**src/include/albe_map.svh**
```systemverilog
`ifndef ALBE_MAP_SVH
`define ALBE_MAP_SVH
// flag register bit positions
`define ALBE_FLG_C 0
`define ALBE_FLG_Z 1
`define ALBE_FLG_N 2
`define ALBE_FLG_V 3
`define ALBE_FLG_S 4
`define ALBE_FLG_H 5
`define ALBE_FLG_T 6
`define ALBE_FLG_I 7
`define ALBE_FLG_RESET 8'h00
// pointer low half width, upper pc bits above it
`define ALBE_PC_LOW_W 16
// cycle counts
`define ALBE_CYC_ONE 3'h1
`define ALBE_CYC_PAIR 3'h2
`define ALBE_CYC_MUL 3'h2
`define ALBE_CYC_JUMP 3'h2
`define ALBE_CYC_FAR_CALL 3'h4
`define ALBE_CYC_BRANCH_TAKEN 3'h2
`define ALBE_CYC_SKIP_ONE 3'h2
`define ALBE_CYC_SKIP_TWO 3'h3
// pc steps
`define ALBE_SKIP_ONE_WORD 3'h2
`define ALBE_SKIP_TWO_WORD 3'h3
`define ALBE_BRANCH_STEP 3'h1
`define ALBE_RET_STEP 3'h1
`endif

```
**src/include/albe_pkg.sv**
```systemverilog
package albe_pkg;
  typedef enum logic [5:0] {
    albe_op_sum,
    albe_op_sum_carry,
    albe_op_difference,
    albe_op_difference_with_borrow,
    albe_op_flag_compare,
    albe_op_flag_compare_borrow,
    albe_op_pair_immediate_sum,
    albe_op_pair_immediate_difference,
    albe_op_conjunction,
    albe_op_disjunction,
    albe_op_exclusive_disjunction,
    albe_op_mask_set_bits,
    albe_op_mask_clear_bits,
    albe_op_zero_sign_test,
    albe_op_product_unsigned,
    albe_op_product_signed,
    albe_op_product_signed_unsigned,
    albe_op_fraction_product_unsigned,
    albe_op_fraction_product_signed,
    albe_op_fraction_product_mixed,
    albe_op_pointer_jump,
    albe_op_far_pointer_jump,
    albe_op_pointer_call,
    albe_op_far_pointer_call,
    albe_op_equal_skip,
    albe_op_skip_reg_bit_clear,
    albe_op_skip_reg_bit_set,
    albe_op_skip_io_bit_clear,
    albe_op_skip_io_bit_set,
    albe_op_branch_flag_set,
    albe_op_branch_flag_clear,
    albe_op_branch_equal,
    albe_op_branch_not_equal,
    albe_op_branch_carry_set,
    albe_op_branch_carry_clear,
    albe_op_branch_same_higher,
    albe_op_branch_lower,
    albe_op_branch_minus,
    albe_op_branch_plus,
    albe_op_branch_signed_ge,
    albe_op_branch_signed_lt,
    albe_op_branch_half_carry_set,
    albe_op_branch_half_carry_clear,
    albe_op_branch_transfer_bit_set,
    albe_op_branch_transfer_bit_clear,
    albe_op_branch_overflow_set,
    albe_op_branch_overflow_clear,
    albe_op_branch_irq_enabled,
    albe_op_branch_irq_disabled
  } albe_op_t;
endpackage

```
**src/rtl/albe_exec.sv**
```systemverilog
`timescale 1ns/1ps
`include "albe_map.svh"
// What this block does
// [RULE_01] byte add/subtract, all six flags, one cycle
// [RULE_02] pair add/subtract immediate, no half-carry, two cycles
// [RULE_03] and/or/xor: Z N V S only, one cycle
// [RULE_04] mask set ors, mask clear ands inverse
// [RULE_05] test ands register with itself, no write
// [RULE_06] 8x8 product into fixed pair, Z C, two cycles
// [RULE_07] fractional products shifted left one bit
// [RULE_08] pointer jump, upper pc cleared, two cycles
// [RULE_09] far jump takes upper bits from extension
// [RULE_10] pointer call, upper cleared, three/four cycles
// [RULE_11] far call uses extension, four cycles
// [RULE_12] equal skip advances pc by two/three
// [RULE_13] register bit skips on clear or set
// [RULE_14] io bit skips on set or clear
// [RULE_15] generic flag branch to pc plus k plus one
// [RULE_16] equal/carry/minus branches test Z C N
// [RULE_17] same-higher on carry 0, lower on 1
// [RULE_18] signed ge/lt test N xor V
// [RULE_19] half-carry branches test H
// [RULE_20] transfer-bit branches test T
// [RULE_21] overflow branches test V
// [RULE_22] irq branches test global enable I
// [RULE_23] compares set all six flags, no write
module albe_exec #(
  parameter int PC_W = 22,
  parameter logic [2:0] CALL_CYCLES = 3'h3
) (
  input wire logic clk_sys,
  input wire logic arst_n,
  input wire logic req_valid,
  output logic req_ready,
  input wire albe_pkg::albe_op_t req_op,
  input wire logic src_imm,
  input wire logic [7:0] rd_val,
  input wire logic [7:0] rr_val,
  input wire logic [7:0] imm_val,
  input wire logic [15:0] pair_val,
  input wire logic [15:0] z_ptr,
  input wire logic [5:0] jump_extension_register,
  input wire logic [PC_W-1:0] pc_val,
  input wire logic [2:0] bit_sel,
  input wire logic [7:0] io_val,
  input wire logic next_two_word,
  input wire logic [6:0] branch_offset,
  input wire logic flag_wr,
  input wire logic [7:0] flag_wdata,
  output logic [7:0] flag_register,
  output logic done,
  output logic byte_wr_en,
  output logic [7:0] byte_wr_data,
  output logic pair_wr_en,
  output logic pair_to_product,
  output logic [15:0] pair_wr_data,
  output logic pc_load,
  output logic [PC_W-1:0] pc_target,
  output logic push_en,
  output logic [PC_W-1:0] ret_addr
);

  initial begin
    if (PC_W <= `ALBE_PC_LOW_W || PC_W > `ALBE_PC_LOW_W + 6)
      $error("albe_exec: PC_W must be 17 to 22");
    if (CALL_CYCLES != 3'h3 && CALL_CYCLES != 3'h4)
      $error("albe_exec: CALL_CYCLES must be 3 or 4");
  end

  // returns {h, c, v, result}
  function automatic logic [10:0] arith8(input logic [7:0] a,
      input logic [7:0] b, input logic cin, input logic sub);
    logic [7:0] bb;
    logic ci;
    logic [8:0] s;
    logic [4:0] hs;
    logic v;
    bb = sub ? ~b : b;
    ci = sub ? ~cin : cin;
    s = {1'b0, a} + {1'b0, bb} + {8'h00, ci};
    hs = {1'b0, a[3:0]} + {1'b0, bb[3:0]} + {4'h0, ci};
    v = (a[7] == bb[7]) && (s[7] != a[7]);
    arith8 = {hs[4] ^ sub, s[8] ^ sub, v, s[7:0]};
  endfunction

  // branch decode: {wanted value, flag index, use N xor V}
  function automatic logic [4:0] br_decode(input albe_pkg::albe_op_t op,
      input logic [2:0] s);
    unique case (op)
      albe_pkg::albe_op_branch_flag_set: br_decode = {1'b1, s, 1'b0};
      albe_pkg::albe_op_branch_flag_clear: br_decode = {1'b0, s, 1'b0};
      albe_pkg::albe_op_branch_equal:
        br_decode = {1'b1, 3'(`ALBE_FLG_Z), 1'b0}; // [RULE_16]
      albe_pkg::albe_op_branch_not_equal:
        br_decode = {1'b0, 3'(`ALBE_FLG_Z), 1'b0};
      albe_pkg::albe_op_branch_carry_set,
      albe_pkg::albe_op_branch_lower:
        br_decode = {1'b1, 3'(`ALBE_FLG_C), 1'b0};
      albe_pkg::albe_op_branch_carry_clear,
      albe_pkg::albe_op_branch_same_higher:
        br_decode = {1'b0, 3'(`ALBE_FLG_C), 1'b0}; // [RULE_17]
      albe_pkg::albe_op_branch_minus:
        br_decode = {1'b1, 3'(`ALBE_FLG_N), 1'b0};
      albe_pkg::albe_op_branch_plus:
        br_decode = {1'b0, 3'(`ALBE_FLG_N), 1'b0};
      albe_pkg::albe_op_branch_signed_ge: br_decode = {1'b0, 3'h0, 1'b1};
      albe_pkg::albe_op_branch_signed_lt: br_decode = {1'b1, 3'h0, 1'b1};
      albe_pkg::albe_op_branch_half_carry_set:
        br_decode = {1'b1, 3'(`ALBE_FLG_H), 1'b0}; // [RULE_19]
      albe_pkg::albe_op_branch_half_carry_clear:
        br_decode = {1'b0, 3'(`ALBE_FLG_H), 1'b0};
      albe_pkg::albe_op_branch_transfer_bit_set:
        br_decode = {1'b1, 3'(`ALBE_FLG_T), 1'b0}; // [RULE_20]
      albe_pkg::albe_op_branch_transfer_bit_clear:
        br_decode = {1'b0, 3'(`ALBE_FLG_T), 1'b0};
      albe_pkg::albe_op_branch_overflow_set:
        br_decode = {1'b1, 3'(`ALBE_FLG_V), 1'b0}; // [RULE_21]
      albe_pkg::albe_op_branch_overflow_clear:
        br_decode = {1'b0, 3'(`ALBE_FLG_V), 1'b0};
      albe_pkg::albe_op_branch_irq_enabled:
        br_decode = {1'b1, 3'(`ALBE_FLG_I), 1'b0}; // [RULE_22]
      albe_pkg::albe_op_branch_irq_disabled:
        br_decode = {1'b0, 3'(`ALBE_FLG_I), 1'b0};
      default: br_decode = 5'h00;
    endcase
  endfunction

  logic busy_reg;
  logic [2:0] cnt_reg;
  logic [7:0] flag_reg;
  logic w8_reg;
  logic [7:0] d8_reg;
  logic w16_reg;
  logic fixed_reg;
  logic [15:0] d16_reg;
  logic pcl_reg;
  logic [PC_W-1:0] tgt_reg;
  logic push_reg;
  logic [PC_W-1:0] ret_reg;

  logic accept;
  logic [7:0] src;
  logic [7:0] flag_next;
  logic w8_next;
  logic [7:0] d8_next;
  logic w16_next;
  logic fixed_next;
  logic [15:0] d16_next;
  logic pcl_next;
  logic [PC_W-1:0] tgt_next;
  logic push_next;
  logic [2:0] cyc_next;
  logic [10:0] ar;
  logic [16:0] pr;
  logic [17:0] prod;
  logic [15:0] pres;
  logic [4:0] brd;
  logic cond;
  logic [PC_W-1:0] skip_step;
  logic [PC_W-1:0] far_hi;

  // a new request may follow in the cycle that finishes the last one
  assign req_ready = !busy_reg || (cnt_reg == `ALBE_CYC_ONE - 3'h1);
  assign accept = req_valid && req_ready;
  assign done = busy_reg && (cnt_reg == `ALBE_CYC_ONE - 3'h1);
  assign flag_register = flag_reg;
  assign byte_wr_en = done && w8_reg;
  assign byte_wr_data = d8_reg;
  assign pair_wr_en = done && w16_reg;
  assign pair_to_product = fixed_reg;
  assign pair_wr_data = d16_reg;
  assign pc_load = done && pcl_reg;
  assign pc_target = tgt_reg;
  assign push_en = done && push_reg;
  assign ret_addr = ret_reg;

  always_comb begin
    src = src_imm ? imm_val : rr_val;
    flag_next = flag_reg;
    w8_next = 1'b0;
    d8_next = 8'h00;
    w16_next = 1'b0;
    fixed_next = 1'b0;
    d16_next = 16'h0000;
    pcl_next = 1'b0;
    tgt_next = pc_val;
    push_next = 1'b0;
    cyc_next = `ALBE_CYC_ONE;
    ar = 11'h000;
    pr = 17'h00000;
    prod = 18'h00000;
    pres = 16'h0000;
    brd = br_decode(req_op, bit_sel);
    cond = 1'b0;
    skip_step = next_two_word ? PC_W'(`ALBE_SKIP_TWO_WORD)
                              : PC_W'(`ALBE_SKIP_ONE_WORD);
    far_hi = {jump_extension_register[PC_W-`ALBE_PC_LOW_W-1:0],
              16'h0000};
    unique case (req_op)
      albe_pkg::albe_op_sum, albe_pkg::albe_op_sum_carry,
      albe_pkg::albe_op_difference,
      albe_pkg::albe_op_difference_with_borrow,
      albe_pkg::albe_op_flag_compare,
      albe_pkg::albe_op_flag_compare_borrow: begin
        ar = arith8(rd_val, src,
          flag_reg[`ALBE_FLG_C] &&
          (req_op == albe_pkg::albe_op_sum_carry ||
           req_op == albe_pkg::albe_op_difference_with_borrow ||
           req_op == albe_pkg::albe_op_flag_compare_borrow),
          req_op != albe_pkg::albe_op_sum &&
          req_op != albe_pkg::albe_op_sum_carry); // [RULE_01] [RULE_23]
        d8_next = ar[7:0];
        // compares keep the destination untouched
        w8_next = req_op != albe_pkg::albe_op_flag_compare &&
                  req_op != albe_pkg::albe_op_flag_compare_borrow; // [RULE_23]
        flag_next[`ALBE_FLG_H] = ar[10];
        flag_next[`ALBE_FLG_C] = ar[9];
        flag_next[`ALBE_FLG_V] = ar[8];
        flag_next[`ALBE_FLG_N] = ar[7];
        flag_next[`ALBE_FLG_S] = ar[7] ^ ar[8];
        flag_next[`ALBE_FLG_Z] = ar[7:0] == 8'h00; // [RULE_01]
      end
      albe_pkg::albe_op_pair_immediate_sum,
      albe_pkg::albe_op_pair_immediate_difference: begin
        if (req_op == albe_pkg::albe_op_pair_immediate_sum) begin
          pr = {1'b0, pair_val} + {11'h000, imm_val[5:0]};
          flag_next[`ALBE_FLG_V] = !pair_val[15] && pr[15];
        end else begin
          pr = {1'b0, pair_val} - {11'h000, imm_val[5:0]};
          flag_next[`ALBE_FLG_V] = pair_val[15] && !pr[15];
        end
        w16_next = 1'b1;
        d16_next = pr[15:0];
        flag_next[`ALBE_FLG_C] = pr[16];
        flag_next[`ALBE_FLG_N] = pr[15];
        flag_next[`ALBE_FLG_S] = pr[15] ^ flag_next[`ALBE_FLG_V];
        flag_next[`ALBE_FLG_Z] = pr[15:0] == 16'h0000;
        cyc_next = `ALBE_CYC_PAIR; // [RULE_02]
      end
      albe_pkg::albe_op_conjunction, albe_pkg::albe_op_disjunction,
      albe_pkg::albe_op_exclusive_disjunction,
      albe_pkg::albe_op_mask_set_bits, albe_pkg::albe_op_mask_clear_bits,
      albe_pkg::albe_op_zero_sign_test: begin
        unique case (req_op)
          albe_pkg::albe_op_conjunction: d8_next = rd_val & src; // [RULE_03]
          albe_pkg::albe_op_disjunction: d8_next = rd_val | src;
          albe_pkg::albe_op_exclusive_disjunction: d8_next = rd_val ^ src;
          albe_pkg::albe_op_mask_set_bits:
            d8_next = rd_val | imm_val; // [RULE_04]
          albe_pkg::albe_op_mask_clear_bits:
            d8_next = rd_val & ~imm_val; // [RULE_04]
          default: d8_next = rd_val & rd_val; // [RULE_05]
        endcase
        // the test only looks, so no write-back
        w8_next = req_op != albe_pkg::albe_op_zero_sign_test; // [RULE_05]
        flag_next[`ALBE_FLG_V] = 1'b0;
        flag_next[`ALBE_FLG_N] = d8_next[7];
        flag_next[`ALBE_FLG_S] = d8_next[7];
        flag_next[`ALBE_FLG_Z] = d8_next == 8'h00; // [RULE_03]
      end
      albe_pkg::albe_op_product_unsigned, albe_pkg::albe_op_product_signed,
      albe_pkg::albe_op_product_signed_unsigned,
      albe_pkg::albe_op_fraction_product_unsigned,
      albe_pkg::albe_op_fraction_product_signed,
      albe_pkg::albe_op_fraction_product_mixed: begin
        prod = $signed({rd_val[7] &&
          req_op != albe_pkg::albe_op_product_unsigned &&
          req_op != albe_pkg::albe_op_fraction_product_unsigned, rd_val}) *
          $signed({rr_val[7] &&
          (req_op == albe_pkg::albe_op_product_signed ||
           req_op == albe_pkg::albe_op_fraction_product_signed), rr_val});
        // carry is the product msb before the fractional shift
        flag_next[`ALBE_FLG_C] = prod[15]; // [RULE_06]
        if (req_op == albe_pkg::albe_op_fraction_product_unsigned ||
            req_op == albe_pkg::albe_op_fraction_product_signed ||
            req_op == albe_pkg::albe_op_fraction_product_mixed) begin
          pres = {prod[14:0], 1'b0}; // [RULE_07]
        end else begin
          pres = prod[15:0]; // [RULE_06]
        end
        flag_next[`ALBE_FLG_Z] = pres == 16'h0000;
        w16_next = 1'b1;
        fixed_next = 1'b1;
        d16_next = pres;
        cyc_next = `ALBE_CYC_MUL; // [RULE_06] [RULE_07]
      end
      albe_pkg::albe_op_pointer_jump: begin
        pcl_next = 1'b1;
        tgt_next = PC_W'(z_ptr); // [RULE_08]
        cyc_next = `ALBE_CYC_JUMP;
      end
      albe_pkg::albe_op_far_pointer_jump: begin
        pcl_next = 1'b1;
        tgt_next = far_hi | PC_W'(z_ptr); // [RULE_09]
        cyc_next = `ALBE_CYC_JUMP;
      end
      albe_pkg::albe_op_pointer_call: begin
        pcl_next = 1'b1;
        push_next = 1'b1;
        tgt_next = PC_W'(z_ptr); // [RULE_10]
        cyc_next = CALL_CYCLES; // [RULE_10]
      end
      albe_pkg::albe_op_far_pointer_call: begin
        pcl_next = 1'b1;
        push_next = 1'b1;
        tgt_next = far_hi | PC_W'(z_ptr); // [RULE_11]
        cyc_next = `ALBE_CYC_FAR_CALL; // [RULE_11]
      end
      albe_pkg::albe_op_equal_skip, albe_pkg::albe_op_skip_reg_bit_clear,
      albe_pkg::albe_op_skip_reg_bit_set,
      albe_pkg::albe_op_skip_io_bit_clear,
      albe_pkg::albe_op_skip_io_bit_set: begin
        unique case (req_op)
          albe_pkg::albe_op_equal_skip: cond = rd_val == rr_val; // [RULE_12]
          albe_pkg::albe_op_skip_reg_bit_clear:
            cond = !rr_val[bit_sel]; // [RULE_13]
          albe_pkg::albe_op_skip_reg_bit_set: cond = rr_val[bit_sel];
          albe_pkg::albe_op_skip_io_bit_clear:
            cond = !io_val[bit_sel]; // [RULE_14]
          default: cond = io_val[bit_sel]; // [RULE_14]
        endcase
        if (cond) begin
          pcl_next = 1'b1;
          tgt_next = pc_val + skip_step; // [RULE_12]
          cyc_next = next_two_word ? `ALBE_CYC_SKIP_TWO
                                   : `ALBE_CYC_SKIP_ONE; // [RULE_12]
        end
      end
      default: begin
        // every remaining code is a conditional branch
        cond = (brd[0] ? (flag_reg[`ALBE_FLG_N] ^ flag_reg[`ALBE_FLG_V])
                       : flag_reg[brd[3:1]]) == brd[4]; // [RULE_15] [RULE_18]
        if (cond) begin
          pcl_next = 1'b1;
          tgt_next = pc_val + {{(PC_W-7){branch_offset[6]}}, branch_offset}
                     + PC_W'(`ALBE_BRANCH_STEP); // [RULE_15]
          cyc_next = `ALBE_CYC_BRANCH_TAKEN;
        end
      end
    endcase
  end

  always_ff @(posedge clk_sys or negedge arst_n) begin
    if (!arst_n) begin
      busy_reg <= 1'b0;
      cnt_reg <= 3'h0;
    end else if (accept) begin
      busy_reg <= 1'b1;
      cnt_reg <= cyc_next - 3'h1;
    end else if (done) begin
      busy_reg <= 1'b0;
    end else if (busy_reg) begin
      cnt_reg <= cnt_reg - 3'h1;
    end
  end

  // flags move at acceptance so a following branch sees them at once
  always_ff @(posedge clk_sys or negedge arst_n) begin
    if (!arst_n) begin
      flag_reg <= `ALBE_FLG_RESET;
    end else if (accept) begin
      flag_reg <= flag_next;
    end else if (flag_wr) begin
      flag_reg <= flag_wdata;
    end
  end

  always_ff @(posedge clk_sys or negedge arst_n) begin
    if (!arst_n) begin
      w8_reg <= 1'b0;
      d8_reg <= 8'h00;
      w16_reg <= 1'b0;
      fixed_reg <= 1'b0;
      d16_reg <= 16'h0000;
      pcl_reg <= 1'b0;
      tgt_reg <= '0;
      push_reg <= 1'b0;
      ret_reg <= '0;
    end else if (accept) begin
      w8_reg <= w8_next;
      d8_reg <= d8_next;
      w16_reg <= w16_next;
      fixed_reg <= fixed_next;
      d16_reg <= d16_next;
      pcl_reg <= pcl_next;
      tgt_reg <= tgt_next;
      push_reg <= push_next;
      ret_reg <= pc_val + PC_W'(`ALBE_RET_STEP);
    end
  end

endmodule

```
**config.mk**
```make
export PLATFORM = sky130hd
export DESIGN_NAME = albe_exec
export DESIGN_NICKNAME = d
export VERILOG_FILES = /design/src/include/albe_pkg.sv /design/src/rtl/albe_exec.sv
export VERILOG_INCLUDE_DIRS = /design/src /design/src/include
export SDC_FILE = /design/constraint.sdc
export NUM_CORES = 1
export LEC_CHECK = 0
export BUFFER_PORTS_ARGS = -buffer_cell sky130_fd_sc_hd__buf_4
export CORE_ASPECT_RATIO = 0.5
export CORE_MARGIN = 2
export CORE_UTILIZATION = 25
export CTS_CLUSTER_SIZE = 28
export DETAILED_ROUTE_END_ITERATION = 6
export PLACE_DENSITY = 0.43
export SKIP_CTS_REPAIR_TIMING = 1
export SLEW_MARGIN = 20
export SYNTH_ARGS = -nofsm -noshare
export SYNTH_HDL_FRONTEND = slang
export SYNTH_SLANG_ARGS = --single-unit
```
**constraint.sdc**
```tcl
create_clock -name clk_sys -period 4.23 [get_ports clk_sys]
set_clock_uncertainty 0.15 [all_clocks]
set_input_delay 0.6345 -clock clk_sys [delete_from_list [all_inputs] [get_ports clk_sys]]
set_output_delay 0.6345 -clock clk_sys [all_outputs]
set_load 0.02 [all_outputs]
```
# Yosys cells after proc, flatten, opt, wreduce, memory -nomap -nowiden
# Index checks and enable logic that the tools add are counted.
dict set report word_totals {
  reg_bits 85
  inputBits 122
  out_inout_bits 83
  word_cells 213
}
dict set report classes {
  n_addsub 12
  n_mul 1
  order_cmp 2
  n_eq_ne 61
  mux 49
  bitwise 16
  reduce_logical 56
}
# op count
set op_table {}
lappend op_table {{6-bit by 5-bit == test with 1-bit output, second input constant} 16}
lappend op_table {{6-bit == test, second input constant} 15}
lappend op_table {{22-bit one-hot mux with 4 select lines} 1}
lappend op_table {{5-bit one-hot mux with 17 select lines} 1}
lappend op_table {{6-bit by 4-bit == test with 1-bit output, second input constant} 8}
lappend op_table {{22-bit by 1-bit adder with 22-bit output, second input constant} 2}
lappend op_table {{22-bit 2-to-1 mux} 2}
lappend op_table {{8-bit one-hot mux with 5 select lines} 1}
lappend op_table {{17-bit 2-to-1 mux} 2}
lappend op_table {{16-bit zero test} 2}
lappend op_table {{16-bit 2-to-1 mux} 2}
lappend op_table {{16-bit one-hot mux with 2 select lines} 1}
lappend op_table {{8-bit bitwise AND} 3}
lappend op_table {{6-bit by 3-bit == test with 1-bit output, second input constant} 4}
lappend op_table {{8-bit 2-to-1 mux} 3}
lappend op_table {{22-bit by 2-bit adder with 22-bit output} 1}
lappend op_table {{22-bit adder} 1}
lappend op_table {{22-bit by 16-bit bitwise OR with 22-bit output} 1}
lappend op_table {{20-bit OR reduction} 1}
lappend op_table {{1-bit 2-to-1 mux} 18}
lappend op_table {{6-bit OR reduction} 3}
lappend op_table {{16-bit by 6-bit adder with 17-bit output} 1}
lappend op_table {{16-bit by 6-bit subtractor with 17-bit output} 1}
lappend op_table {{8-bit zero test} 2}
lappend op_table {{48 further kinds} 105}

# Depth between registers and ports, before layout
# Gate-level depths: netlist of run 1.
dict set report logic_depth {
  ltp_word 12
  mapped_depth 26
  ltp_nobuf 24
}

# Worst setup path after synthesis of run 1
# Ideal clock, no wire load.
dict set report synth_timing {
  path_kind {input-to-reg}
  from {in req_op[4]}
  to {reg d16_reg[14] (netlist: pair_wr_data[14])}
  setup_time_ns 0.126
  arrival_ns 6.413
  t_required_ns 3.954
  slack_ns -2.458
  stages 24
  n_path_buf 2
  cell_sequence {clkbuf_1 > clkbuf_1 > nand2_1 > o22ai_1 > nand4b_1 > or2_2 > fa_1 > fa_1 > inv_1 > fa_1 > fa_1 > inv_1 > fa_1 > inv_1 > ha_1 > inv_1 > o21ai_0 > a21oi_1 > o21ba_2 > nand3_1 > o311ai_0 > mux2_2 > a221oi_1 > nor2_1}
}
dict set report synth_between {
  elab_chain_len 7
  word_cells_on_any_way 24
  classes_between {1 x mul; 10 x eq/ne; 5 x mux; 8 x reduce/logical}
}
# item line
set synth_lines {}
lappend synth_lines {{start: declaration} albe_exec.sv:35} ;# input wire albe_pkg::albe_op_t req_op,
lappend synth_lines {{6-bit by 4-bit inequality test with 1-bit output, or another cell as far along} albe_exec.sv:267} ;# req_op != albe_pkg::albe_op_product_unsigned &&
lappend synth_lines {{1-bit logical AND / 1-bit logical OR (equally long branches)} {albe_exec.sv:266, albe_exec.sv:270}}
lappend synth_lines {{1-bit logical AND (on tied branches)} {albe_exec.sv:267, albe_exec.sv:269}}
lappend synth_lines {{9-bit by 9-bit multiplier with 16-bit output} albe_exec.sv:268} ;# req_op != albe_pkg::albe_op_fraction_product_unsigned, rd_val}) *
lappend synth_lines {{16-bit 2-to-1 mux} albe_exec.sv:274} ;# if (req_op == albe_pkg::albe_op_fraction_product_unsigned ||
lappend synth_lines {{16-bit 2-to-1 mux} albe_exec.sv:199} ;# unique case (req_op)
lappend synth_lines {{16-bit one-hot mux with 2 select lines (*)} albe_exec.sv:199}
lappend synth_lines {{end signal: assignment} albe_exec.sv:384} ;# d16_reg <= d16_next;
lappend synth_lines {{end: declaration} albe_exec.sv:135} ;# logic [15:0] d16_reg;
# Every way passes the cells marked *; elsewhere a longest branch is shown, timed or not. The select of a mux whose other input is x is not followed.
# A chain may end at the register's enable or synchronous reset.

# Worst setup path after layout of run 1
dict set report layout_timing {
  from {in req_op[3]}
  to {reg d16_reg[14] (netlist: pair_wr_data[14])}
}
# The elaborated chain is that of the path after synthesis.

==> results.cfg, run 1 <==
[yosys]
synth-edff-count = 0
yosys_most_used_dff = dfrtp_1
syn_nets = 1780
ys_seq_elements = 85
synth_cell_types = 85
yosysSeqAreaShare = 0.180
synth_cells = 1503
yosysWarnings = 0
netlist_area_mm2 = 0.0118
async_flop_share = 1.00
syn_area_per_cell_um2 = 7.85

[finish]
diodes = 0
nNetsFinal = 2087
synthToLayoutAreaGrowth_pct = 37.0
final_cell_area_mm2 = 0.0162
fin_util = 0.346
drive_above_1_share = 0.289

[sta]
fmax_ghz = 0.173
rsz0062_at_grt = yes
whs_ns = 0.225
finalCritPeriodShare = 1.36
post-route-min-period_ns = 5.77
timing.final.ws_setup_ns = -1.54
slew_headroom = 0.416
drv_slew = 0
hold_violations = 0
worst_slew_pin_slew_ns = 0.875
setup_viol_count_final = 11

[cts]
cts_root_buf = clkbuf_16
cts_inserted_buffers = 9
htreeDepth = 3
tritoncts = yes
clk_pin_slew_ns = 0.07
clock_path_buffers = 2
clkSinkCount = 85
clkLatencyLatePin_ns = 0.37

[global_route]
grt_overflow = 0
grt_max_degree = 75
antenna_found_initial = 0
grt_first_pass_wirelength_mm = 74.8
grt_use_total = 0.198
grt_pass1_vias = 12254

[worst_hold_path]
hp-class = in2async

[placement]
gp_congestion = 0.890
io_buffers = 204
placed_cell_area_mm2 = 0.0152
dp_hpwl_mm = 39.5

[floorplan]
core_mm2 = 0.0467
die_y_um = 158
initial_utilization = 0.252
num_rows = 56
boundaryPins = 205
fp.dieW_um = 311
fp.dieArea_mm2 = 0.0490

[route]
dr_total_vias = 12158
drt_pass1_iterations = 5
drt-initial-drc-count = 759
drt_wl_total_mm = 49.0
viasPerCell = 4.96
wl_per_cell_um = 20.0
drcViolationCount = 0
ant_nets = 0

[status]
violations = negative setup slack
status = finished, violations left

[setup_path]
critPathCaptureType = flop
crit_path_max_fanout = 4
slowest_delay_ns = 0.54
slowest_stage = fa_1
critPathArrivalTime_ns = 5.87
cp-start-kind = primary input
crit_top_cell = fa_1
crit_path_cell_trace = buf_8 > nor2_4 > nand2_4 > o22ai_2 > nand4b_1 > or2_4 > fa_1 > fa_1 > inv_2 > fa_1 > fa_1 > inv_2 > fa_1 > inv_2 > ha_4 > inv_1 > o21ai_2 > a21oi_2 > o21ba_4 > nand3_2 > o311ai_4 > mux2_4 > a221oi_2 > nor2_1
worstPathRequired_ns = 4.34
critPathKind = in2reg

[pwr]
irDropWorstVdd_uv = 356
leakage_nw = 7.21
p_per_area_mw_per_mm2 = 562

[run]
drv_cap = 0
## through the flow
stage / TNS, ns / cells / total power, mW / setup slack, ns
floorplan: -14.68 / 1503 / 4.81 / -1.72
global placement: -23.19 / 2428 / 7.18 / -1.91
detailed placement: -22.24 / 2428 / 7.16 / -1.92
CTS: -14.59 / 2444 / 8.13 / -1.55
global route: -15.76 / 2453 / 9.82 / -1.74
finish: -13.61 / 2453 / 9.08 / -1.54
## cell usage in the layout, fill, tap and decap left out, types with 9 or more instances in the layout
cell       instances
ha_4               9
clkbuf_16          9
a21oi_2            9
or3_1             10
nor3_1            27
nand4_1           12
buf_6             13
dfrtp_1           85
nand2_1          149
and2_1            45
xor2_1            37
and3_1            11
o21ai_0          103
a21oi_1           89
o21a_1            12
mux2_2            12
mux2i_1           18
o211ai_1          13
nor2_1           120
fa_1              62
buf_4            368
nor2b_1           10
inv_1            118
a21o_1            20
ha_1              76
a31oi_1           20
a221oi_1          16
nand3_1           41
nor4_1            16
xnor2_1           50
nand2b_1          17
## Yosys cell counts, drive strengths merged (12+ instances only)
| library cell | instances | area (um2) |
|---|---|---|
| xor2 | 40 | 350 |
| o21ai | 114 | 571 |
| o21a | 12 | 90.1 |
| dfrtp | 85 | 2130 |
| inv | 126 | 473 |
| fa | 68 | 1360 |
| ha | 87 | 1090 |
| a21oi | 98 | 490 |
| nand2 | 160 | 603 |
| buf | 14 | 70.1 |
| o211ai | 13 | 97.6 |
| a31oi | 21 | 138 |
| and2 | 49 | 309 |
| nand3 | 42 | 210 |
| nand2b | 18 | 113 |
| xnor2 | 52 | 463 |
| nand4 | 12 | 75.1 |
| mux2i | 21 | 235 |
| nor3 | 29 | 150 |
| nor4 | 18 | 113 |
| mux2 | 14 | 161 |
| clkbuf | 79 | 297 |
| a21o | 20 | 150 |
| a221oi | 19 | 166 |
| nor2 | 127 | 493 |
## where the power goes
part | total [mW] | switching [mW] | internal [mW]
Sequential | 1.50 | 0.300 | 1.20
Combinational | 6.66 | 3.54 | 3.12
Clock | 0.920 | 0.398 | 0.522
## cell type report
class | count | area (um2)
inverters | 127 | 477
clock buffers | 9 | 225
repair buffers | 389 | 3050
fillers | 5016 | 30600
flip-flops and latches | 85 | 2130
clock inverters | 7 | 97.6
well taps | 638 | 798
multi-input cells | 1198 | 9380
## logic make-up (layout without fill, tap and decap cells)
kind of cell / after synthesis / count (layout) / share of synthesized area
simple gates: 509 / 509 / 0.206
compound gates: 400 / 400 / 0.219
buf+inv: 220 / 532 / 0.0715
fa+ha+maj: 156 / 156 / 0.209
xor+xnor: 92 / 92 / 0.0689
flops: 85 / 85 / 0.180
mux: 41 / 41 / 0.0457
## worst max-delay path: cells and delay by family
kind                       cells  cell delay (ns)
muxes                          1             0.30
buffers and inverters          5             0.30
AOI/OAI and AO/OA              6             0.95
adders and majority gates      6             2.81
and+or+nand+nor                6             0.89
## routing by layer
| metal | share of wire | global-route usage | wire [um] |
|---|---|---|---|
| met1 | 0.45 | 0.262 | 22300 |
| met2 | 0.49 | 0.349 | 24100 |
| met3 | 0.034 | 0.0162 | 1650 |
| met4 | 0.020 | 0.0501 | 982 |
| met5 | 0 | 0 | 0 |
## path summary, 6_finish.rpt
path,startpoint,cells past startpoint,end,slack (ns)
max,req_op[3],24,pair_wr_data[14],-1.54
min,arst_n,1,pc_target[15],0.22
max reg2reg,flag_register[0],16,flag_register[1],0.50
min reg2reg,w8_reg,2,w8_reg,0.31
max in group asynchronous,arst_n,2,flag_register[1],2.94
min in group clk_sys,w8_reg,2,w8_reg,0.31
(Power assumes the default switching activity.)
==> run 2, diff against run 1 <==
- CORE_MARGIN: 2 -> not set
==> run 2 against run 1 <==
The flow still finishes with violations (negative setup slack); critical path depth is 2 lower; sequential share of layout area is 0.12 points higher; clock-buffer cell count unchanged; largest power group unchanged; highest routed layer unchanged.
==> results.cfg, run 2 (synthesis gave the netlist of run 1 again) <==
[status]
status = finished, violations left
violations = negative setup slack

[finish]
diodes = 0
drive_above_1_share = 0.281
synthToLayoutAreaGrowth_pct = 35.7
layout_commonest_cell = buf_4
num-fill-cells = 4923
instances_no_fill = 2439
mostFrequentLayoutCells = buf_4, nand2_1, nor2_1
multiInputGateArea_mm2 = 0.00927
fin_util = 0.349
seqCellArea_mm2 = 0.00213
nNetsFinal = 2084

[setup_path]
slowest_delay_ns = 0.53
crit_path_cell_trace = buf_8 > nor2_4 > nand2_4 > o22ai_2 > nand4b_1 > or2_4 > fa_1 > fa_1 > inv_1 > fa_1 > fa_1 > inv_1 > fa_1 > inv_2 > ha_4 > o21ai_4 > a21boi_4 > nor2_4 > or4_4 > nor4_2 > nand4b_1 > a21oi_1
path_buf_inv = 4
cp-start-kind = primary input
critPathKind = in2reg
slowest_stage = fa_1
worstPathRequired_ns = 4.38
rrSetupSlack_ns = 0.52
critPathTopFamily = adder cells
crit_path_max_fanout = 4
critPathCaptureType = flop
critPathArrivalTime_ns = 5.84
crit_top_cell = fa_1

[cts]
tritoncts = yes
cts_root_buf = clkbuf_16
cts_inserted_buffers = 9
clock_path_buffers = 2
clk_pin_slew_ns = 0.08
htreeDepth = 3
clkLatencyLatePin_ns = 0.37
clkSinkCount = 85

[floorplan]
die_y_um = 156
core_mm2 = 0.0459
boundaryPins = 205
fp.dieArea_mm2 = 0.0481
initial_utilization = 0.257
num_rows = 55
fp.dieW_um = 309

[global_route]
grt_first_pass_wirelength_mm = 74.3
grt_pass1_vias = 12074
grt_max_degree = 58
grt_use_total = 0.202
antenna_found_initial = 0
grt_overflow = 0

[route]
drt_pass1_iterations = 5
drt-initial-drc-count = 745
ant_nets = 0
dr_total_vias = 12108
drcViolationCount = 0
wl_per_cell_um = 20.0
viasPerCell = 4.96
drt_wl_total_mm = 48.8

[pwr]
irDropWorstVdd_uv = 357
power_mw = 8.70
leakage_nw = 7.17
p_per_area_mw_per_mm2 = 543

[sta]
timing.setup.tns_ns = -13.73
setup_viol_count_final = 11
timing.final.ws_setup_ns = -1.46
hold_violations = 0
drv_slew = 0
fmax_ghz = 0.176
rsz0062_at_grt = yes
post-route-min-period_ns = 5.69
finalCritPeriodShare = 1.35
slew_headroom = 0.318
worst_slew_pin_slew_ns = 1.01

[placement]
dp_hpwl_mm = 39.6
gp_congestion = 0.897
io_buffers = 204
dp.cells = 2418

[run]
drv_cap = 0

[worst_hold_path]
hp-class = in2async
[run 2: stage by stage]
step	hold slack, ns	worst slack, ns	cell area, um2
final	0.198	-1.46	16000
after global placement	0.301	-1.94	15200
after detailed placement	0.308	-1.96	15200
after CTS	0.234	-1.60	15500
after floorplan	0.189	-1.72	12000
after global routing	0.251	-1.71	16000
[run 2: worst paths after layout]
check / from / end / cells past startpoint
max in group asynchronous: arst_n / pair_wr_data[13] / 2
hold / removal: arst_n / pc_target[11] / 1
setup / recovery: req_op[3] / flag_register[1] / 22
min in group clk_sys: push_reg / push_reg / 2
hold reg to reg: push_reg / push_reg / 2
setup reg to reg: flag_register[0] / flag_register[1] / 16
[run 2: layer usage]
layer	vias up	wire length, um	track usage
met5	-	0	0
met4	0	843	0.0424
met3	45	1780	0.0212
met2	227	24200	0.353
met1	5948	22000	0.269
li1	5888	-	-
[run 2: report_power, final]
group          internal, mW  switching [mW]  total, mW
registers              1.20           0.315       1.52
clock network         0.414           0.415      0.830
logic                  2.93            3.42       6.35
[run 2: layout make-up]
| class | instances | area share |
|---|---|---|
| Timing Repair Buffer | 386 | 0.191 |
| Clock buffer | 9 | 0.0141 |
| Sequential cell | 85 | 0.133 |
| Tap cell | 627 | 0.0490 |
| Clock inverter | 7 | 0.00399 |
| Multi-Input combinational cell | 1198 | 0.579 |
| Inverter | 127 | 0.0298 |
[run 2: worst register-to-register path, stage by stage (launching register included)]
cell	delay [ns]
dfrtp_1	0.48
a21oi_1	0.12
a31oi_1	0.15
nand2_1	0.09
fa_1	0.42
fa_1	0.40
a21o_1	0.17
a21oi_1	0.29
nor2b_1	0.09
o21a_1	0.19
nor2_1	0.12
xnor2_1	0.12
o41ai_1	0.35
buf_4	0.18
a41oi_1	0.04
buf_4	0.18
a21oi_1	0.11
==> run 3, diff against run 2 <==
- CELL_PAD_IN_SITES_DETAIL_PLACEMENT: not set -> 1
- CELL_PAD_IN_SITES_GLOBAL_PLACEMENT: not set -> 2
- PLACE_DENSITY: 0.43 -> 0.65
==> run 3 against run 2 <==
Die area stayed put; combinational power up 6.0%; highest routed layer is now met5; clock-buffer cell count increased by 1; sequential share of layout area down 0.22 points; flip-flop and latch count unchanged; largest cell class unchanged; utilization rose by 0.60 points; non-clock buffer count rose by 12; fmax down 2.5%; the flow still finishes with violations (negative setup slack).
==> results.cfg, run 3 (synthesis gave the netlist of run 1 again) <==
[route]
drt_wl_total_mm = 51.3
wl_per_cell_um = 20.9
drcViolationCount = 0
drt-initial-drc-count = 589
drt_pass1_iterations = 5
dr_total_vias = 12333
viasPerCell = 5.03
ant_nets = 0

[placement]
dp_hpwl_mm = 41.4
io_buffers = 204
dp.cells = 2424
gp_congestion = 0.862

[pwr]
p_per_area_mw_per_mm2 = 557
irDropWorstVdd_uv = 387
leakage_nw = 7.27
power_mw = 9.08

[setup_path]
r2r_end = flag_register[1]
rrSetupSlack_ns = 0.56
rr_startpoint = flag_register[0]
worstPathRequired_ns = 4.38
critPathArrivalTime_ns = 5.99
crit_path_max_fanout = 4
worstSetupEndpoint = flag_register[1]
worstSetupStartpoint = req_op[2]
critPathKind = in2reg
cp-start-kind = primary input
reg2regPathDepth = 15
critPathCaptureType = flop

[finish]
nNetsFinal = 2096
diodes = 0
synthToLayoutAreaGrowth_pct = 38.0
layout_commonest_cell = buf_4
drive_above_1_share = 0.300
instances_no_fill = 2451
fin_util = 0.355
mostFrequentLayoutCells = buf_4, nand2_1, nor2_1

[global_route]
grt_use_total = 0.213
grt_max_degree = 84
antenna_found_initial = 1
grt_pass1_vias = 13142
grt_overflow = 0
grt_first_pass_wirelength_mm = 78.6

[sta]
post-route-min-period_ns = 5.83
slew_headroom = 0.406
rsz0062_at_grt = yes
fmax_ghz = 0.171
drv_slew = 0
worst_slew_pin_slew_ns = 0.889
hold_violations = 0
whs_ns = 0.0116
finalCritPeriodShare = 1.38
setup_viol_count_final = 11
timing.final.ws_setup_ns = -1.60

[floorplan]
core_mm2 = 0.0459
boundaryPins = 205
fp.dieArea_mm2 = 0.0481
num_rows = 55
die_y_um = 156
initial_utilization = 0.257
fp.dieW_um = 309

[cts]
clock_path_buffers = 2
tritoncts = yes
clkLatencyLatePin_ns = 0.37
clk_pin_slew_ns = 0.07
cts_root_buf = clkbuf_16
clkSinkCount = 85
htreeDepth = 3
cts_inserted_buffers = 9

[status]
status = finished, violations left
violations = negative setup slack

[run]
drv_cap = 0

[worst_hold_path]
hp-class = in2async
[run 3: cell types whose count changed in the layout (fill, tap and decap cells not counted), sizes merged]
cell | before | now
clkinv | 3 | 6
clkbuf | 9 | 10
inv | 131 | 127
buf | 386 | 398
[run 3: power by group]
| group | switching, mW | total, mW | internal (mW) |
|---|---|---|---|
| Sequential | 0.323 | 1.53 | 1.20 |
| Combinational | 3.63 | 6.73 | 3.10 |
| Clock | 0.400 | 0.821 | 0.420 |
| Total | 4.35 | 9.08 | 4.73 |
[run 3: stage by stage]
stage               TNS, ns  instance area (um2)  worst slack [ns]
finish               -14.18                16300             -1.60
global route         -15.96                16300             -1.80
CTS                  -15.69                15600             -1.67
detailed placement   -22.96                15300             -2.05
global placement     -21.41                15300             -1.98
floorplan            -14.68                12000             -1.72
[run 3: layout make-up]
class	count	area (um2)
inverters	127	479
clock buffers	10	239
flip-flops and latches	85	2130
clock inverters	6	47.5
repair buffers	398	3200
fillers	5512	29600
well taps	627	785
multi-input cells	1198	9410
[run 3: metal layers]
metal / share of wire / wire (um) / global-route usage
met1: 0.45 / 23100 / 0.275
met2: 0.50 / 25800 / 0.385
met3: 0.028 / 1430 / 0.0239
met4: 0.017 / 890 / 0.0391
met5: 0.00025 / 13 / 0
[run 3: worst min path at each step]
stage          cells after the start  slack, ns              end
2_1_floorplan                      0       0.19         busy_reg
3_3_place_gp                       2       0.31      ret_addr[6]
3_5_place_dp                       2       0.31           w8_reg
4_1_cts                            1       0.31  pair_wr_data[5]
5_1_grt                            1       0.01      ret_addr[0]
6_report                           1       0.01  pair_to_product
[run 3: worst max-delay path: stages]
cell and delay [ns]:
buf_12 0.11, nor2_4 0.12, nand2_4 0.06, o22ai_2 0.17
nand4b_1 0.25, or2_4 0.31, fa_1 0.46, fa_1 0.54
inv_2 0.04, fa_1 0.47, fa_1 0.49, inv_1 0.05
fa_1 0.50, inv_2 0.05, ha_4 0.29, o21ai_4 0.07
a21boi_4 0.22, nor2_2 0.06, or4_4 0.50, nor4_4 0.26
nand4b_1 0.17, a21oi_2 0.16
